## src/ubd_map.svh

```systemverilog
`ifndef UBD_MAP_SVH
`define UBD_MAP_SVH
// Register indices; byte address is four times the index
`define UBD_IDX_DATA 10'h0C0
`define UBD_IDX_IEN 10'h0C1
`define UBD_IDX_IID 10'h0C2
`define UBD_IDX_LINE_CONTROL_REG 10'h0C3
`define UBD_IDX_LSTS 10'h0C5
`define UBD_DIV_RST 16'h0002
`define UBD_DIV_LO_RST 8'h02
`define UBD_DIV_HI_RST 8'h00
`define UBD_TICKS_PER_BIT 4'hF
`define UBD_HALF_BIT 4'h7
`define UBD_CAUSE_NONE 3'h0
`define UBD_CAUSE_HOLDING_EMPTY_FLAG 3'h1
`define UBD_CAUSE_RXD 3'h2
`define UBD_CAUSE_LINE 3'h3
`define UBD_RESP_OKAY 2'h0
`define UBD_RESP_SLVERR 2'h2
`endif

```

## src/ubd_pkg.sv

```systemverilog
`default_nettype none
package ubd_pkg;
   typedef struct packed {
      logic dlab;
      logic brk;
      logic multi;
      logic even_parity_select;
      logic parity_enable;
      logic [2:0] fmt;
   } ubd_line_control_reg_t;
   typedef struct packed {
      logic [2:0] rsvd;
      logic tcie;
      logic miie;
      logic lsie;
      logic tie;
      logic rie;
   } ubd_ien_t;
   typedef enum logic [2:0] {S_IDLE, S_START, S_DATA, S_PAR, S_STOP} ubd_ser_t;
endpackage : ubd_pkg
`default_nettype wire

```

## src/ubd_uart.sv

```systemverilog
// How it works
// Divider is 16-bit down-counter decrementing each clock until it reaches one.
// After count one, divider reloads divisor and pulses end-of-count tick.
// End-of-count tick lasts exactly one clock per reload.
// Reset sets divisor to two.
// Writing either divisor byte loads counter and restarts count at once.
// Software keeps divisor between two and all ones.
// Divisor bytes reachable only with divisor-access bit set; bit resets low.
// Low byte shares data address, high byte shares interrupt enable address.
// Divisor reads return high byte above low byte.
// Software sets access bit, writes divisor, then clears access bit.
// Software picks divisor giving sixteen times bit rate.
// Each transmitted bit lasts sixteen baud ticks.
// Software configures with interrupts off, then enables all but transmit.
// Enabling transmit interrupt with empty holding register raises it at once.
// First holding register write after transmit interrupt drops it.
// Software writes sixteen bytes with FIFO, one byte without.
// Software sets parity enable and even parity select before address.
// Multi-station mode clears even parity select after each transmitted byte.
// Software waits for transmitter empty before setting parity select.
// Software writes further bytes only while holding-empty flag is set.
// Received address mark raises line status cause in identification register.
// Receiver always enabled, continuously hunting start bit.
// Software reads line status before each receive buffer read.
// With interrupts off, software polls status registers.
//
// The AXI4-Lite interface to the registers was decided locally.
`include "ubd_map.svh"
`default_nettype none
module ubd_uart
   import ubd_pkg::*;
#(
   parameter int AW = 12
) (
   input wire logic CLK, // 25 MHz
   input wire logic RST, // Async, active high
   input wire logic CE, // Freezes all state when low
   input wire logic [AW-1:0] S_AXI_AWADDR, // Write address
   input wire logic S_AXI_AWVALID, // Write address valid
   output logic S_AXI_AWREADY, // Write address ready
   input wire logic [31:0] S_AXI_WDATA, // Write data
   input wire logic [3:0] S_AXI_WSTRB, // Byte enables
   input wire logic S_AXI_WVALID, // Write data valid
   output logic S_AXI_WREADY, // Write data ready
   output logic [1:0] S_AXI_BRESP, // Write response
   output logic S_AXI_BVALID, // Write response valid
   input wire logic S_AXI_BREADY, // Write response ready
   input wire logic [AW-1:0] S_AXI_ARADDR, // Read address
   input wire logic S_AXI_ARVALID, // Read address valid
   output logic S_AXI_ARREADY, // Read address ready
   output logic [31:0] S_AXI_RDATA, // Read data
   output logic [1:0] S_AXI_RRESP, // Read response
   output logic S_AXI_RVALID, // Read data valid
   input wire logic S_AXI_RREADY, // Read data ready
   input wire logic RXD, // Serial input
   output logic TXD, // Serial output, idle high
   output logic IRQ // Interrupt request, active high
);
   logic aw_hold, w_hold;
   logic [9:0] aw_idx, ar_idx;
   logic [7:0] w_byte;
   logic w_lane;
   logic do_wr, do_rd, wr_data, wr_lo, wr_hi, rd_data, rd_lsts, map_w, map_r;
   logic [7:0] div_lo, div_hi, transmit_holding_reg, receive_buffer_reg, sh_tx, sh_rx;
   logic [15:0] divisor, cnt;
   logic tick;
   ubd_line_control_reg_t line_control_reg;
   ubd_ien_t ien;
   ubd_ser_t tx_st, rx_st;
   logic [3:0] tx_tk, rx_tk;
   logic [2:0] tx_bit, rx_bit;
   logic thr_full, tx_par, tx_done, rx_par, dr, line_err, rx_done, rx_err;
   logic [2:0] cause;
   logic [7:0] rd_val;

   assign divisor = {div_hi, div_lo};
   assign do_wr = aw_hold && w_hold && !S_AXI_BVALID;
   assign do_rd = S_AXI_ARVALID && S_AXI_ARREADY;
   assign ar_idx = S_AXI_ARADDR[11:2];
   assign wr_data = do_wr && w_lane && aw_idx == `UBD_IDX_DATA;
   assign wr_lo = wr_data && line_control_reg.dlab;
   assign wr_hi = do_wr && w_lane && aw_idx == `UBD_IDX_IEN && line_control_reg.dlab;
   assign rd_data = do_rd && ar_idx == `UBD_IDX_DATA && !line_control_reg.dlab;
   assign rd_lsts = do_rd && ar_idx == `UBD_IDX_LSTS;
   assign map_w = aw_idx inside {`UBD_IDX_DATA, `UBD_IDX_IEN, `UBD_IDX_IID,
                                 `UBD_IDX_LINE_CONTROL_REG, `UBD_IDX_LSTS};
   assign map_r = ar_idx inside {`UBD_IDX_DATA, `UBD_IDX_IEN, `UBD_IDX_IID,
                                 `UBD_IDX_LINE_CONTROL_REG, `UBD_IDX_LSTS};

   // Interrupt cause priority: line status, receive data, holding empty
   always_comb begin
      if (line_err && ien.lsie) cause = `UBD_CAUSE_LINE;
      else if (dr && ien.rie) cause = `UBD_CAUSE_RXD;
      else if (!thr_full && ien.tie) cause = `UBD_CAUSE_HOLDING_EMPTY_FLAG;
      else cause = `UBD_CAUSE_NONE;
   end

   always_comb begin
      case (ar_idx)
         `UBD_IDX_DATA: rd_val = line_control_reg.dlab ? div_lo : receive_buffer_reg;
         `UBD_IDX_IEN: rd_val = line_control_reg.dlab ? div_hi : ien;
         `UBD_IDX_IID: rd_val = {4'h0, cause, cause == `UBD_CAUSE_NONE};
         `UBD_IDX_LINE_CONTROL_REG: rd_val = line_control_reg;
         `UBD_IDX_LSTS: rd_val = {1'b0, tx_st == S_IDLE && !thr_full, !thr_full,
                                  2'h0, line_err, 1'b0, dr};
         default: rd_val = 8'h00;
      endcase
   end

   // Write channel: address and data taken in either order
   always_ff @(posedge CLK or posedge RST) begin
      if (RST) begin
         aw_hold <= 1'b0;
         w_hold <= 1'b0;
         aw_idx <= 10'h000;
         w_byte <= 8'h00;
         w_lane <= 1'b0;
         S_AXI_AWREADY <= 1'b1;
         S_AXI_WREADY <= 1'b1;
         S_AXI_BVALID <= 1'b0;
         S_AXI_BRESP <= `UBD_RESP_OKAY;
      end else if (CE) begin
         if (S_AXI_AWVALID && S_AXI_AWREADY) begin
            aw_hold <= 1'b1;
            aw_idx <= S_AXI_AWADDR[11:2];
            S_AXI_AWREADY <= 1'b0;
         end
         if (S_AXI_WVALID && S_AXI_WREADY) begin
            w_hold <= 1'b1;
            w_byte <= S_AXI_WDATA[7:0];
            w_lane <= S_AXI_WSTRB[0];
            S_AXI_WREADY <= 1'b0;
         end
         if (do_wr) begin
            aw_hold <= 1'b0;
            w_hold <= 1'b0;
            S_AXI_BVALID <= 1'b1;
            S_AXI_BRESP <= map_w ? `UBD_RESP_OKAY : `UBD_RESP_SLVERR;
         end else if (S_AXI_BVALID && S_AXI_BREADY) begin
            S_AXI_BVALID <= 1'b0;
            S_AXI_AWREADY <= 1'b1;
            S_AXI_WREADY <= 1'b1;
         end
      end
   end

   // Read channel: one cycle from address to data
   always_ff @(posedge CLK or posedge RST) begin
      if (RST) begin
         S_AXI_ARREADY <= 1'b1;
         S_AXI_RVALID <= 1'b0;
         S_AXI_RDATA <= 32'h00000000;
         S_AXI_RRESP <= `UBD_RESP_OKAY;
      end else if (CE) begin
         if (do_rd) begin
            S_AXI_ARREADY <= 1'b0;
            S_AXI_RVALID <= 1'b1;
            S_AXI_RDATA <= {24'h000000, rd_val};
            S_AXI_RRESP <= map_r ? `UBD_RESP_OKAY : `UBD_RESP_SLVERR;
         end else if (S_AXI_RVALID && S_AXI_RREADY) begin
            S_AXI_RVALID <= 1'b0;
            S_AXI_ARREADY <= 1'b1;
         end
      end
   end

   // Control registers; software write of parity select beats the auto-clear
   always_ff @(posedge CLK or posedge RST) begin
      if (RST) begin
         div_lo <= `UBD_DIV_LO_RST;
         div_hi <= `UBD_DIV_HI_RST;
         line_control_reg <= '0;
         ien <= '0;
      end else if (CE) begin
         if (wr_lo) div_lo <= w_byte;
         if (wr_hi) div_hi <= w_byte;
         if (do_wr && w_lane && aw_idx == `UBD_IDX_IEN && !line_control_reg.dlab) ien <= w_byte;
         if (do_wr && w_lane && aw_idx == `UBD_IDX_LINE_CONTROL_REG) line_control_reg <= w_byte;
         else if (tx_done && line_control_reg.multi) line_control_reg.even_parity_select <= 1'b0;
      end
   end

   // Baud divider
   always_ff @(posedge CLK or posedge RST) begin
      if (RST) begin
         cnt <= `UBD_DIV_RST;
         tick <= 1'b0;
      end else if (CE) begin
         if (wr_lo || wr_hi) begin
            cnt <= {wr_hi ? w_byte : div_hi, wr_lo ? w_byte : div_lo};
            tick <= 1'b0;
         end else if (cnt == 16'h0001) begin
            cnt <= divisor;
            tick <= 1'b1;
         end else begin
            cnt <= cnt - 16'h0001;
            tick <= 1'b0;
         end
      end
   end

   // Transmitter: start, eight data bits lsb first, optional parity, stop
   always_ff @(posedge CLK or posedge RST) begin
      if (RST) begin
         tx_st <= S_IDLE;
         tx_tk <= 4'h0;
         tx_bit <= 3'h0;
         sh_tx <= 8'h00;
         transmit_holding_reg <= 8'h00;
         thr_full <= 1'b0;
         tx_par <= 1'b0;
         tx_done <= 1'b0;
         TXD <= 1'b1;
      end else if (CE) begin
         tx_done <= 1'b0;
         if (wr_data && !line_control_reg.dlab) begin
            transmit_holding_reg <= w_byte;
            thr_full <= 1'b1;
         end
         case (tx_st)
            S_IDLE: begin
               TXD <= 1'b1;
               if (thr_full && tick) begin
                  sh_tx <= transmit_holding_reg;
                  tx_par <= line_control_reg.multi ? line_control_reg.even_parity_select : (line_control_reg.even_parity_select ? ^transmit_holding_reg : ~^transmit_holding_reg);
                  if (!(wr_data && !line_control_reg.dlab)) thr_full <= 1'b0;
                  tx_st <= S_START;
                  tx_tk <= 4'h0;
                  TXD <= 1'b0;
               end
            end
            default: begin
               if (tick) begin
                  tx_tk <= tx_tk + 4'h1;
                  if (tx_tk == `UBD_TICKS_PER_BIT) begin
                     case (tx_st)
                        S_START: begin
                           tx_st <= S_DATA;
                           tx_bit <= 3'h0;
                           TXD <= sh_tx[0];
                        end
                        S_DATA: begin
                           tx_bit <= tx_bit + 3'h1;
                           if (tx_bit == 3'h7) begin
                              tx_st <= line_control_reg.parity_enable ? S_PAR : S_STOP;
                              TXD <= line_control_reg.parity_enable ? tx_par : 1'b1;
                           end else TXD <= sh_tx[tx_bit+3'h1];
                        end
                        S_PAR: begin
                           tx_st <= S_STOP;
                           TXD <= 1'b1;
                        end
                        default: begin
                           tx_st <= S_IDLE;
                           tx_done <= 1'b1;
                        end
                     endcase
                  end
               end
            end
         endcase
      end
   end

   // Receiver: always hunting; start checked at half bit, then bit centres
   always_ff @(posedge CLK or posedge RST) begin
      if (RST) begin
         rx_st <= S_IDLE;
         rx_tk <= 4'h0;
         rx_bit <= 3'h0;
         sh_rx <= 8'h00;
         rx_par <= 1'b0;
         rx_done <= 1'b0;
         rx_err <= 1'b0;
      end else if (CE) begin
         rx_done <= 1'b0;
         case (rx_st)
            S_IDLE: begin
               rx_tk <= 4'h0;
               if (!RXD) rx_st <= S_START;
            end
            default: begin
               if (tick) begin
                  rx_tk <= rx_tk + 4'h1;
                  if (rx_st == S_START && rx_tk == `UBD_HALF_BIT) begin
                     rx_tk <= 4'h0;
                     rx_bit <= 3'h0;
                     rx_st <= RXD ? S_IDLE : S_DATA;
                  end else if (rx_st != S_START && rx_tk == `UBD_TICKS_PER_BIT) begin
                     case (rx_st)
                        S_DATA: begin
                           sh_rx <= {RXD, sh_rx[7:1]};
                           rx_bit <= rx_bit + 3'h1;
                           if (rx_bit == 3'h7) rx_st <= line_control_reg.parity_enable ? S_PAR : S_STOP;
                        end
                        S_PAR: begin
                           rx_par <= RXD;
                           rx_st <= S_STOP;
                        end
                        default: begin
                           rx_done <= 1'b1;
                           rx_err <= !RXD || (line_control_reg.parity_enable && (line_control_reg.multi ? rx_par :
                                     rx_par != (line_control_reg.even_parity_select ? ^sh_rx : ~^sh_rx)));
                           rx_st <= S_IDLE;
                        end
                     endcase
                  end
               end
            end
         endcase
      end
   end

   // Status flags: a new event wins over a clearing read
   always_ff @(posedge CLK or posedge RST) begin
      if (RST) begin
         receive_buffer_reg <= 8'h00;
         dr <= 1'b0;
         line_err <= 1'b0;
         IRQ <= 1'b0;
      end else if (CE) begin
         if (rx_done) begin
            receive_buffer_reg <= sh_rx;
            dr <= 1'b1;
         end else if (rd_data) dr <= 1'b0;
         if (rx_done && rx_err) line_err <= 1'b1;
         else if (rd_lsts) line_err <= 1'b0;
         IRQ <= cause != `UBD_CAUSE_NONE;
      end
   end
endmodule : ubd_uart
`default_nettype wire

```

## config.mk

```make
export PLATFORM = sky130hd
export DESIGN_NAME = ubd_uart
export DESIGN_NICKNAME = d
export VERILOG_FILES = /design/src/ubd_pkg.sv /design/src/ubd_uart.sv
export VERILOG_INCLUDE_DIRS = /design/src
export SDC_FILE = /design/constraint.sdc
export NUM_CORES = 1
export LEC_CHECK = 0
export ABC_AREA = 1
export BUFFER_PORTS_ARGS = -buffer_cell sky130_fd_sc_hd__buf_2
export CAP_MARGIN = 15
export CORE_MARGIN = 10
export CORE_UTILIZATION = 39
export DETAILED_ROUTE_END_ITERATION = 16
export GPL_TIMING_DRIVEN = 0
export PLACE_DENSITY = 0.58
export SLEW_MARGIN = 0
export SYNTH_ARGS = -nofsm -noshare
export SYNTH_HDL_FRONTEND = slang
export SYNTH_SLANG_ARGS = --single-unit
```

## constraint.sdc

```tcl
create_clock -name CLK -period 11.8 [get_ports CLK]
set_input_delay 0.59 -clock CLK [delete_from_list [all_inputs] [get_ports CLK]]
set_output_delay 0.59 -clock CLK [all_outputs]
set_load 0.02 [all_outputs]
```

== Yosys cells after proc, flatten, opt, wreduce, memory -nomap -nowiden ==
Index checks and enable logic that the tools add are counted.
Storage, ports and cells
  register bits: 149
  output and inout port bits: 43
  word-level logic and storage cells: 261
Cells by class
  add/sub/neg operators: 5
  magnitude comparators: 1
  eq/ne operators: 28
  mux-type cells: 87
  bitwise logic cells: 4
  reduce and logical (&&, ||, !) cells: 87
Operator list (count)
  equality test 10 x 8 -> 1 bit (second input constant): 10
  2-to-1 mux 1 bit: 49
  2-to-1 mux 3 bit: 15
  case mux 8 bit (5 select lines): 1
  2-to-1 mux 16 bit: 2
  2-to-1 mux 8 bit: 4
  AND reduction 2 bit: 16
  logical AND 1 bit: 28
  nonzero test 2 bit: 13
  2-to-1 mux 4 bit: 6
  AND reduction 5 bit: 4
  AND reduction 6 bit: 3
  equality test 16 x 1 -> 1 bit (second input constant): 1
  XNOR reduction 8 bit: 2
  XOR reduction 8 bit: 2
  subtractor 16 x 1 -> 16 bit (second input constant): 1
  equality test 3 x 2 -> 1 bit (second input constant): 4
  case mux 3 bit (2 select lines): 2
  2-to-1 mux 2 bit: 5
  nonzero test 5 bit: 2
  logical NOT 3 bit: 3
  case mux 3 bit (3 select lines): 1
  adder 4 x 1 -> 4 bit (second input constant): 2
  equality test 4 bit (second input constant): 2
  22 further kinds: 34

== Depth between registers and ports, before layout ==
  depth after elaboration: 9
  mapped depth: 12
  depth with buffers taken out: 12

== Worst setup path after synthesis ==
OpenSTA, ideal clock, no wires.
  path kind: in2reg
  start: input CE
  end: register sh_rx[0]
  setup time: 0.126 ns
  arrival: 1.605 ns
  path slack: 10.068 ns
  stages: 9
  path through: buf_4 nand2_2 nor2_1 inv_1 nor2_2 nand2_2 buf_2 nand2_1 o21ai_0
Between the ends
  word-level cells in the longest chain between the ends: 1
Ends and longest elaborated chain
  start, declared: RTL line ubd_uart.sv:37  | input wire logic CE,
  AND reduction 6 bit (no source line)
  end signal, assigned: RTL line ubd_uart.sv:292  | sh_rx <= {RXD, sh_rx[7:1]};
  end, declared: RTL line ubd_uart.sv:64  | logic [7:0] div_lo, div_hi, transmit_holding_reg, receive_buffer_reg, sh_tx, sh_rx;
No other way between the ends.
A chain may end at the register's enable or synchronous reset.

== Worst setup path in the final report ==
  start: register aw_idx[4]
  end: register cnt[5]
Between the ends
  word-level cells in the longest chain between the ends: 5
Ends and longest elaborated chain
  start, declared: RTL line ubd_uart.sv:60  | logic [9:0] aw_idx, ar_idx;
  start signal, assigned: RTL line ubd_uart.sv:125  | aw_idx <= S_AXI_AWADDR[11:2];
  equality test 10 x 8 -> 1 bit
  logical AND 1 bit (no source line)
  logical AND 1 bit (on tied branches): RTL line ubd_uart.sv:81, ubd_uart.sv:82
  2-to-1 mux 8 bit or logical OR 1 bit (tied branches)
  2-to-1 mux 16 bit (*): RTL line ubd_uart.sv:189  | if (wr_lo || wr_hi) begin
  end signal, assigned: RTL line ubd_uart.sv:190  | cnt <= {wr_hi ? w_byte : div_hi, wr_lo ? w_byte : div_lo};
  end signal, assigned: RTL line ubd_uart.sv:193  | cnt <= divisor;
  end signal, assigned: RTL line ubd_uart.sv:196  | cnt <= cnt - 16'h0001;
  end, declared: RTL line ubd_uart.sv:65  | logic [15:0] divisor, cnt;
Every way passes the cells marked *; elsewhere a longest branch is shown, timed or not.

==> impl_metrics.toml <==
[status]
run_status = "finished, final reports clean"

[placement]
place_congestion = 0.876
port_buffers = 53
place_worst_setup_slack_ns = 9.46
dp_hpwl_um = 15800

[pwr]
internal_power_mw = 1.10
powerDensity_mw_per_mm2 = 178
swShare_pct = 32.9
p_comb_share_pct = 23.5
peakVddDrop_v = 0.0000988
pwr-share-seq_pct = 40.3
clockPowerShare_pct = 36.2
power_mw = 1.64
p_sw_mw = 0.540
leakage_nw = 4.50

[die]
design.core.area_sq_mm = 0.0197
die_area_sq_mm = 0.0262
ios = 112
die_h_um = 162
initial_core_util_pct = 40.0
dieWidth_um = 162
rows = 51

[timing]
slew_headroom_pct = 58.0
timing.final.crit_share_pct = 17.4
fin_worst_skew_ns = 0.00940
hold_viol = 0
period_minus_slack_ns = 2.05
worst_pin_slew_ns = 0.630
setup-tns-final_ns = 0
fmax_ghz = 0.487
finalSetupViolations = 0
maxSlewViolCount = 0
fin_ws_ns = 9.75
rsz0062_at_grt = "no"

[final_layout]
max_flop_register = "cnt"
final_layout_size_suffix_gt1_share_pct = 13.8
n_antenna_cell = 0
top_regs = "cnt x16, aw_idx x10"
largest_reg_flops = 16
multiInputGateArea_sq_mm = 0.00350
fin_nets = 1201
seq_area_sq_mm = 0.00369
syn_to_final_growth_pct = 17.4
n_fill_cell = 2000

[routing]
ant_nets = 0
route.detailed.drc = 0
vias_per_cell = 4.90
wl_per_cell_um = 15.3
num_vias = 6867
finalWirelength_um = 21500
drtPass1Iterations = 5
drt-initial-drc-count = 432

[global_route]
grt.overflow.total = 0
grt_use_total_pct = 16.5
use_met1_pct = 22.0
grt_pass1_vias = 6600
grt_pass1_wl_um = 35000
grt_use_met2_pct = 25.7
grt_antenna_before_repair = 0
grt_max_degree = 90
groute.layer.met3.usage_pct = 3.41
grt.busiest_layer = "met2"

[yosys]
synthAdderAreaFrac_pct = 1.27
synth_cell_type_count = 44
muxShareOfSynthArea_pct = 0
netlist_area_sq_mm = 0.00786
synth-simple-area-share_pct = 24.8
synth_compound_area_share_pct = 15.3
yosys_warnings = 0
synth-async-reset-ratio_pct = 100
synth_edf_count = 0
synth-seq-cells = 147
syn_area_per_cell_sq_um = 7.66
synthCells = 1026
synth_top_family_by_area = "simple AND/OR/NAND/NOR gates"
synth-xor-area-share_pct = 1.89
seq_area_frac_synth_pct = 46.9
ys.flop_type = "dfrtp_1"

[setup_path]
crit_fanout = 10
endpoint_kind = "flop"
path_class = "reg -> reg"
startpoint_type = "flop"
cp_num_buf_inv = 0
max_stage_delay_ns = 0.43
worstPathArrival_ns = 2.35
cp_cell_sequence = "nor2_1 -> nand2_1 -> nor2_2 -> nand3_2 -> a211oi_4 -> nor2_2 -> o21ai_1 -> nand2_1"
crit_family = "simple AND/OR/NAND/NOR gates"
critPathLaunch = "aw_idx[4]"
worstPathRequired_ns = 12.10
slowest_stage = "a211oi_4"
timing.rr.start = "aw_idx[4]"

[cts]
cts_buffers = 17
clk_path_buf_depth = 2
h-tree-depth = 4
insertion_delay_ns = 0.42
postCtsSetupBuffers = 0
cts_root_buf = "clkbuf_16"
cts_tree = "done"
cts_sinks = 147
ctsResizeCount = 0
hold_buffers = 0
cts.clk_slew.worst_paths_ns = 0.06

[run]
drv_cap = 0

[worst_hold_path]
min_path_type = "in -> async"
-- kinds of logic (layout without fill, tap and decap cells) --
| logic type | count (synthesis) | in the layout |
|---|---|---|
| and+or+nand+nor | 464 | 464 |
| AOI/OAI and AO/OA | 215 | 215 |
| buffers and inverters | 174 | 259 |
| DFF | 147 | 147 |
| xor gates and xnor gates | 17 | 17 |
| adders and majority gates | 8 | 8 |
| other | 1 | 26 |
-- cells in the final DEF (no fill, tap or decap), types with 2 or more instances in the layout --
cell type / count
nand2_1: 297
dfrtp_1: 141
inv_1: 118
o21ai_0: 111
nor2_1: 71
buf_2: 65
nand3_1: 47
a21oi_1: 36
buf_4: 27
conb_1: 26
o21ai_1: 24
clkbuf_16: 17
o211ai_1: 15
clkbuf_1: 13
nor3_1: 10
nand4_1: 9
xnor2_1: 9
nor2_2: 8
xor2_1: 8
ha_1: 8
dfstp_2: 6
o22ai_1: 6
nor3_2: 5
nor4_1: 5
clkbuf_8: 5
nand2_2: 4
a22o_1: 4
bufinv_16: 4
inv_2: 3
nand3_2: 3
o21bai_1: 3
a31oi_1: 3
o21a_1: 2
a2bb2oi_1: 2
o2111ai_1: 2
a32o_1: 2
clkinvlp_4: 2
-- synth_stat cells (2+ instances only) --
| library cell | number | area [sq um] |
|---|---|---|
| nor3_2 | 5 | 50.1 |
| nand3_1 | 47 | 235 |
| o2111ai_1 | 2 | 17.5 |
| o211ai_1 | 15 | 113 |
| o21ai_1 | 24 | 120 |
| buf_4 | 27 | 203 |
| nand3_2 | 3 | 30.0 |
| a32o_1 | 2 | 20.0 |
| clkbuf_1 | 12 | 45.0 |
| xnor2_1 | 9 | 78.8 |
| a22o_1 | 4 | 35.0 |
| nor4_1 | 5 | 31.3 |
| nor3_1 | 10 | 50.1 |
| inv_1 | 119 | 447 |
| inv_2 | 3 | 11.3 |
| xor2_1 | 8 | 70.1 |
| ha_1 | 8 | 100 |
| o21ai_0 | 111 | 556 |
| o21bai_1 | 3 | 22.5 |
| a31oi_1 | 3 | 18.8 |
| a2bb2oi_1 | 2 | 17.5 |
| nand4_1 | 9 | 56.3 |
| buf_2 | 12 | 60.1 |
| a21oi_1 | 36 | 180 |
| nor2_1 | 71 | 267 |
| nand2_1 | 297 | 1110 |
| dfrtp_1 | 141 | 3530 |
| dfstp_2 | 6 | 158 |
| o21a_1 | 2 | 15.0 |
| nand2_2 | 4 | 25.0 |
| o22ai_1 | 6 | 37.5 |
| nor2_2 | 8 | 50.1 |
-- routing by layer --
metal  vias to the layer above  part of all wire [%]  wire length (um)
li1                       3482                     -                 -
met1                      3209                    47             10000
met2                       149                    45              9730
met3                        27                   5.0              1080
met4                         0                   3.0               641
met5                         -                     0                 0
-- power by group through the flow --
stage	Clock, mW	Sequential, mW	Combinational, mW
after detailed placement	0	0.671	0.387
after global placement	0	0.669	0.378
after floorplan	0	0.671	0.264
after global routing	0.624	0.677	0.441
final	0.594	0.663	0.386
after CTS	0.607	0.663	0.389
-- path summary, 6_finish.rpt --
| kind | end | slack [ns] | depth (start not counted) |
|---|---|---|---|
| min in group CLK | aw_idx[6] | 0.36 | 3 |
| min reg2reg | aw_idx[5] | 0.47 | 2 |
| max | cnt[5] | 9.75 | 8 |
| max reg2reg | cnt[5] | 9.75 | 8 |
| max in group asynchronous | S_AXI_ARREADY | 10.69 | 3 |
| min | aw_idx[7] | 0.23 | 2 |
-- layout make-up --
cell class              count  share of cell area (%)
plain buffers              52                    3.37
clock buffers              23                    5.39
clock inverters             8                    1.61
inverters                 122                    5.01
multi-input cells         730                    37.9
flip-flops and latches    147                    39.9
well taps                 265                    3.59
repair buffers             54                    3.17
-- through the flow --
stage | area [sq um] | utilization, % | instances | hold WS (ns)
after detailed placement | 8580 | 43.7 | 1370 | 0.460
after CTS | 9230 | 47.0 | 1401 | 0.252
after global placement | 8550 | 43.5 | 1369 | 0.451
after floorplan | 7960 | - | 1051 | 0.437
after global routing | 9230 | 47.0 | 1401 | 0.279
final | 9230 | 47.0 | 1401 | 0.229
(Power assumes the default switching activity.)
